<file path="config.mk">
export PLATFORM = sky130hd
export DESIGN_NAME = ufeam_top
export DESIGN_NICKNAME = d
export VERILOG_FILES = /design/src/rtl/ufeam_top.v
export VERILOG_INCLUDE_DIRS = /design/src /design/src/rtl
export SDC_FILE = /design/constraint.sdc
export NUM_CORES = 1
export LEC_CHECK = 0
export ABC_AREA = 1
export BUFFER_PORTS_ARGS = -buffer_cell sky130_fd_sc_hd__buf_2
export CORE_MARGIN = 2
export CORE_UTILIZATION = 55
export CTS_BUF_LIST = sky130_fd_sc_hd__clkbuf_4 sky130_fd_sc_hd__clkbuf_8
export CTS_CLUSTER_SIZE = 24
export DETAILED_ROUTE_END_ITERATION = 8
export GPL_TIMING_DRIVEN = 1
export PLACE_DENSITY = 0.81
export SYNTH_ARGS = -nofsm -noshare
export SYNTH_HDL_FRONTEND = slang
export SYNTH_SLANG_ARGS = --single-unit
</file>
<file path="constraint.sdc">
create_clock -name core_clk_i -period 2.1 [get_ports core_clk_i]
set_clock_uncertainty 0.1 [all_clocks]
set_input_delay 0.105 -clock core_clk_i [delete_from_list [all_inputs] [get_ports core_clk_i]]
set_output_delay 0.105 -clock core_clk_i [all_outputs]
set_load 0.1 [all_outputs]
</file>
<file path="src/rtl/ufeam_map.vh">
// Register addresses, bit positions and reset values of the serial add-ons
`ifndef UFEAM_MAP_VH
`define UFEAM_MAP_VH
`define UFEAM_ADDR_SERIAL_CTRL 8'h98
`define UFEAM_ADDR_SERIAL_CTRL1 8'hC0
`define UFEAM_ADDR_POWER_CTRL 8'h87
`define UFEAM_ADDR_STATION 8'hA9
`define UFEAM_ADDR_STATION_MASK 8'hB9
`define UFEAM_ADDR_STATION1 8'hAA
`define UFEAM_ADDR_STATION_MASK1 8'hBA
`define UFEAM_BIT_SHARED 7
`define UFEAM_BIT_FILTER_EN 5
`define UFEAM_BIT_RX_NINTH 2
`define UFEAM_BIT_RX_DONE 0
`define UFEAM_BIT_VIEW_SEL 6
`define UFEAM_RST_BYTE 8'h00
`define UFEAM_MODE_ONE 2'h1
`endif

</file>
<file path="src/rtl/ufeam_top.v">
// Framing error flag and station address filter for two serial ports
`timescale 1ns/1ps
`include "ufeam_map.vh"

// Contract
// - Missing stop bit raises framing error
// - Control bit 7 shows mode or error
// - View select 1 error, 0 mode bit
// - Hardware sets error; software write clears it only while view select is 1
// - Good frames never clear the error
// - Ninth bit high marks address frames
// - Filter on: done only on address match
// - Filter off: done on every frame
// - Mode 1 stop bit acts as ninth
// - Given address compares masked positions only
// - Broadcast is address OR mask, zeros ignored
// - Station at A9h/AAh, mask at B9h/BAh (ports 0/1)
// - Address and mask reset to zero
// - Load only if done clear, filter ok
// - Nine-bit modes store received ninth bit
module ufeam_top #(
	parameter NPORT = 2
) (
	input wire core_clk_i,
	input wire rst_i,
	input wire [7:0] reg_addr_i,
	input wire reg_wr_i,
	input wire [7:0] reg_wdata_i,
	output reg [7:0] reg_rdata_o,
	input wire [NPORT-1:0] frame_valid_i,
	input wire [NPORT*8-1:0] frame_data_i,
	input wire [NPORT-1:0] frame_bit9_i,
	input wire [NPORT-1:0] frame_stop_i,
	input wire [NPORT*2-1:0] port_mode_i,
	output reg [NPORT*8-1:0] serial_data_buffer_o,
	output reg [NPORT-1:0] rx_ninth_bit_o,
	output reg [NPORT-1:0] rx_done_flag_o,
	output reg [NPORT-1:0] mode_select_hi_o,
	output reg [NPORT-1:0] addr_filter_enable_o
);

	// ----------------------------------------
	// Helpers
	// ----------------------------------------
	function addr_match;
		input [7:0] rx;
		input [7:0] sa;
		input [7:0] mk;
		reg [7:0] bc;
		begin
			bc = sa | mk;
			addr_match = (((rx ^ sa) & mk) == 8'h00) ||
				(((rx ^ bc) & bc) == 8'h00);
		end
	endfunction

	function [7:0] ctrl_addr;
		input integer p;
		begin
			ctrl_addr = (p == 0) ? `UFEAM_ADDR_SERIAL_CTRL :
				`UFEAM_ADDR_SERIAL_CTRL1;
		end
	endfunction

	function [7:0] sta_addr;
		input integer p;
		begin
			sta_addr = (p == 0) ? `UFEAM_ADDR_STATION :
				`UFEAM_ADDR_STATION1;
		end
	endfunction

	function [7:0] msk_addr;
		input integer p;
		begin
			msk_addr = (p == 0) ? `UFEAM_ADDR_STATION_MASK :
				`UFEAM_ADDR_STATION_MASK1;
		end
	endfunction

	function is_mode_one;
		input [1:0] md;
		begin
			is_mode_one = (md == `UFEAM_MODE_ONE);
		end
	endfunction

	function frame_accept;
		input done;
		input filt;
		input mode_one;
		input bit9;
		input stop;
		input match;
		begin
			frame_accept = !done &&
				(!filt || (stop && match && (mode_one || bit9)));
		end
	endfunction

	// ----------------------------------------
	// Storage
	// ----------------------------------------
	reg flag_view_select;
	reg [NPORT-1:0] frame_err_flag;
	reg [7:0] station_address [0:NPORT-1];
	reg [7:0] station_address_mask [0:NPORT-1];
	reg [7:0] next_rdata;
	integer i;
	integer j;

	// ----------------------------------------
	// Register writes and receive events
	// ----------------------------------------
	always @(posedge core_clk_i or posedge rst_i) begin
		if (rst_i) begin
			flag_view_select <= 1'b0;
			frame_err_flag <= {NPORT{1'b0}};
			mode_select_hi_o <= {NPORT{1'b0}};
			addr_filter_enable_o <= {NPORT{1'b0}};
			rx_done_flag_o <= {NPORT{1'b0}};
			rx_ninth_bit_o <= {NPORT{1'b0}};
			serial_data_buffer_o <= {(NPORT*8){1'b0}};
			for (i = 0; i < NPORT; i = i + 1) begin
				station_address[i] <= `UFEAM_RST_BYTE;
				station_address_mask[i] <= `UFEAM_RST_BYTE;
			end
		end else begin
			if (reg_wr_i && reg_addr_i == `UFEAM_ADDR_POWER_CTRL) begin
				flag_view_select <= reg_wdata_i[`UFEAM_BIT_VIEW_SEL];
			end
			for (i = 0; i < NPORT; i = i + 1) begin
				if (reg_wr_i && reg_addr_i == ctrl_addr(i)) begin
					if (flag_view_select) begin
						frame_err_flag[i] <= reg_wdata_i[`UFEAM_BIT_SHARED];
					end else begin
						mode_select_hi_o[i] <= reg_wdata_i[`UFEAM_BIT_SHARED];
					end
					addr_filter_enable_o[i] <=
						reg_wdata_i[`UFEAM_BIT_FILTER_EN];
					rx_ninth_bit_o[i] <= reg_wdata_i[`UFEAM_BIT_RX_NINTH];
					rx_done_flag_o[i] <= reg_wdata_i[`UFEAM_BIT_RX_DONE];
				end
				if (reg_wr_i && reg_addr_i == sta_addr(i)) begin
					station_address[i] <= reg_wdata_i;
				end
				if (reg_wr_i && reg_addr_i == msk_addr(i)) begin
					station_address_mask[i] <= reg_wdata_i;
				end
				if (frame_valid_i[i]) begin
					if (!frame_stop_i[i]) begin
						frame_err_flag[i] <= 1'b1;
					end
					if (frame_accept(rx_done_flag_o[i],
						addr_filter_enable_o[i],
						is_mode_one(port_mode_i[i*2 +: 2]),
						frame_bit9_i[i], frame_stop_i[i],
						addr_match(frame_data_i[i*8 +: 8],
						station_address[i],
						station_address_mask[i]))) begin
						serial_data_buffer_o[i*8 +: 8] <=
							frame_data_i[i*8 +: 8];
						rx_ninth_bit_o[i] <=
							is_mode_one(port_mode_i[i*2 +: 2]) ?
							frame_stop_i[i] : frame_bit9_i[i];
						rx_done_flag_o[i] <= 1'b1;
					end
				end
			end
		end
	end

	// ----------------------------------------
	// Read data
	// ----------------------------------------
	always @* begin
		next_rdata = 8'h00;
		if (reg_addr_i == `UFEAM_ADDR_POWER_CTRL) begin
			next_rdata[`UFEAM_BIT_VIEW_SEL] = flag_view_select;
		end
		for (j = 0; j < NPORT; j = j + 1) begin
			if (reg_addr_i == ctrl_addr(j)) begin
				next_rdata[`UFEAM_BIT_SHARED] = flag_view_select ?
					frame_err_flag[j] : mode_select_hi_o[j];
				next_rdata[`UFEAM_BIT_FILTER_EN] = addr_filter_enable_o[j];
				next_rdata[`UFEAM_BIT_RX_NINTH] = rx_ninth_bit_o[j];
				next_rdata[`UFEAM_BIT_RX_DONE] = rx_done_flag_o[j];
			end
			if (reg_addr_i == sta_addr(j)) begin
				next_rdata = station_address[j];
			end
			if (reg_addr_i == msk_addr(j)) begin
				next_rdata = station_address_mask[j];
			end
		end
	end

	always @(posedge core_clk_i or posedge rst_i) begin
		if (rst_i) begin
			reg_rdata_o <= `UFEAM_RST_BYTE;
		end else begin
			reg_rdata_o <= next_rdata;
		end
	end

endmodule // ufeam_top

</file>
==> run summary <==
status -> finished clean
Slew HR -> 0.6179
number of global-route vias before repair -> 3359
Yosys top cell area share -> 0.4752
highest clock rate -> 559.3 MHz
GRT Residual Overflow -> 0
final hold viol count -> 0
top cells by area, synth -> dfrtp_1 48%, nand2_1 18%, o21ai_0 6.2%
filler instances -> 537
CTS tree -> yes
Tightest Pin Transition -> 0.5715 ns
YS warnings -> 0
commonest non-fill, non-tap cell in the layout -> nand2_1
die area -> 7072 µm²
Ports -> 77
I/O Buffers -> 76
placed cell count -> 616
final wirelength -> 9147 µm
Synth area leader -> dfrtp_1
largest net degree at the start of global routing -> 68
post-synthesis simple-gate area fraction -> 0.3128
Longest Clk Path Bufs -> 2
met3 WL -> 510 µm
Final #Nets -> 620
uppermost layer routed -> met4
max-slew violation count -> 0
main combinational cell family by area after synthesis -> simple AND/OR/NAND/NOR gates
share of cells above drive strength 1 -> 0.2142
Netlist cell types -> 29
Die X-Extent -> 84.10 µm
crit path kind -> flop to flop
first-pass GRT wire length -> 15320 µm
number of CTS-inserted buffers -> 9
total global routing track utilization -> 0.2721
Tmin final -> 1.788 ns
vias per cell -> 5.354
Starting Density -> 0.5621
clk root buf -> clkbuf_8
Met1 Wirelength -> 4040 µm
routed length on met2 -> 4354 µm
via count -> 3512
Clock transition at path regs -> 0.07 ns
# rows -> 29
mux cell area share after synthesis -> 0
synth-to-layout area growth -> 24.96%
register area -> 1677 µm²
most frequent cells in the layout -> 171 x nand2_1, 76 x buf_2, 67 x dfrtp_1, 56 x inv_1, 44 x o21ai_0
DP Wirelength -> 6503 µm
final std cells w/o fill -> 656
max cap viols -> 0
adder-cell share of the synthesized area -> 0
final worst-path cycle share -> 0.8515
register bit total from synthesis -> 67
Skew-Pair Late Insertion Delay -> 0.35 ns
Seq/Total Area, Yosys -> 0.4752
die height -> 84.10 µm
WL/cell -> 13.94 µm
Synth Area in XOR/XNOR -> 0
diode count -> 0
mapped cell area -> 3528 µm²
static leakage -> 2.354 nW
Initial DRC Count -> 257
worst min path class -> input port to flop
worst-path fanout max -> 10
first-pass detailed-route iteration total -> 5
Worst Setup End Kind -> flop
CTS sink count -> 67
Mapped Cells -> 467
Multi-input gate area -> 1563 µm²
Syn Area/Cell -> 7.555 µm²
Worst Setup Start Kind -> flop
final setup TNS -> 0 ns
GPL Wtd Cong -> 0.8686
worst path required time -> 2.24 ns
power density over cell area -> 1077 nW/µm²
CP arrival -> 1.93 ns
RSZ-0062 raised after global routing -> no
Core ar. -> 6277 µm²
antenna violations before repair -> 0
Synthesized Nets -> 512
H-tree levels -> 3
worst IR drop on VDD -> 1.336 mV
endpoints failing setup -> 0
DRC -> 0
post-route antenna net violation count -> 0
complex-gate fraction of the synthesized area -> 0.1301
-- critical path: stages (launching register included) --
cell and delay [ns]:
dfrtp_1 0.42, o21ai_0 0.26, nand2_1 0.10, nor2_1 0.11
nand2_1 0.05, nand2_1 0.08, nand2_1 0.06, nand2_2 0.17
nand2_2 0.18, nand2_1 0.11, nand2_1 0.05
-- flip-flops by register name (all words and copies together) (netlist names) --
name                  cells
addr_filter_enable_o      2
flag_view_select          1
frame_err_flag            2
mode_select_hi_o          2
reg_rdata_o               8
rx_done_flag_o            2
rx_ninth_bit_o            2
serial_data_buffer_o     16
station_address          16
station_address_mask     16
-- final timing paths --
| check | depth (start not counted) | to | slack [ns] | start |
|---|---|---|---|---|
| max in group asynchronous | 4 | mode_select_hi_o[1]$_DFFE_PP0P_ | 1.32 | rst_i |
| min in group asynchronous | 4 | serial_data_buffer_o[13]$_DFFE_PP0P_ | 0.27 | rst_i |
| setup / recovery | 10 | serial_data_buffer_o[15]$_DFFE_PP0P_ | 0.31 | station_address_mask[0]$_DFFE_PP0P_ |
| hold reg to reg | 2 | serial_data_buffer_o[7]$_DFFE_PP0P_ | 0.37 | serial_data_buffer_o[7]$_DFFE_PP0P_ |
| setup reg to reg | 10 | serial_data_buffer_o[15]$_DFFE_PP0P_ | 0.31 | station_address_mask[0]$_DFFE_PP0P_ |
| hold / removal | 3 | station_address_mask[14]$_DFFE_PP0P_ | 0.004 | reg_wdata_i[6] |
-- report_power, final --
group	switching, mW	leakage (nW)	internal [mW]
Sequential	0.143	0.860	1.50
Clock	0.485	0.0987	0.529
Combinational	1.76	1.39	0.331
-- stage by stage --
| step | cell area, µm² | power [mW] | setup WS (ns) | hold WS (ns) | util |
|---|---|---|---|---|---|
| final | 4409 | 4.749 | 0.3119 | 0.003504 | 0.7024 |
| after global routing | 4409 | 4.918 | 0.1246 | 0.03523 | 0.7024 |
| after CTS | 4409 | 4.748 | 0.3317 | 0.006001 | 0.7024 |
| after detailed placement | 3976 | 3.713 | 0.4018 | 0.1079 | 0.6334 |
| after global placement | 3976 | 3.687 | 0.4509 | 0.1018 | 0.6334 |
| after floorplan | 3528 | 3.343 | 0.2118 | 0.1400 | - |
-- kinds of logic after synthesis --
kind of cell,Yosys count
simple gates,252
buf+inv,68
compound gates,80
flops,67
-- area by class of cell --
type / instances / area share
Timing Repair Buffer: 103 / 0.1493
Clock buffer: 13 / 0.03916
Tap cell: 77 / 0.02185
Clock inverter: 2 / 0.002270
Multi-Input combinational cell: 332 / 0.3544
Sequential cell: 67 / 0.3803
Inverter: 62 / 0.05278
-- cells in the mapped netlist, drive strengths merged --
cell,number
o31ai,1
clkbuf,1
o22ai,2
a21boi,1
nand3,41
nor4,1
nor2,18
dfrtp,67
nor3,5
a21oi,8
a31oi,1
o211ai,1
o2111ai,2
o21ai,61
buf,5
nand2,182
o221ai,2
or2,1
nand4,4
a211oi,1
inv,62
-- timing repair --
item                                    CTS  global route
setup buffers                             0             0
endpoints found under the setup margin    0             0
hold buffers                             25             0
endpoints found under the hold margin    91             0
gates resized for setup                   0             0
-- routing by layer --
layer,track usage,up-vias
li1,-,1718
met2,0.4271,133
met5,0,-
met1,0.3732,1642
met3,0.04550,19
met4,0.1188,0
(Power assumes the default switching activity.)
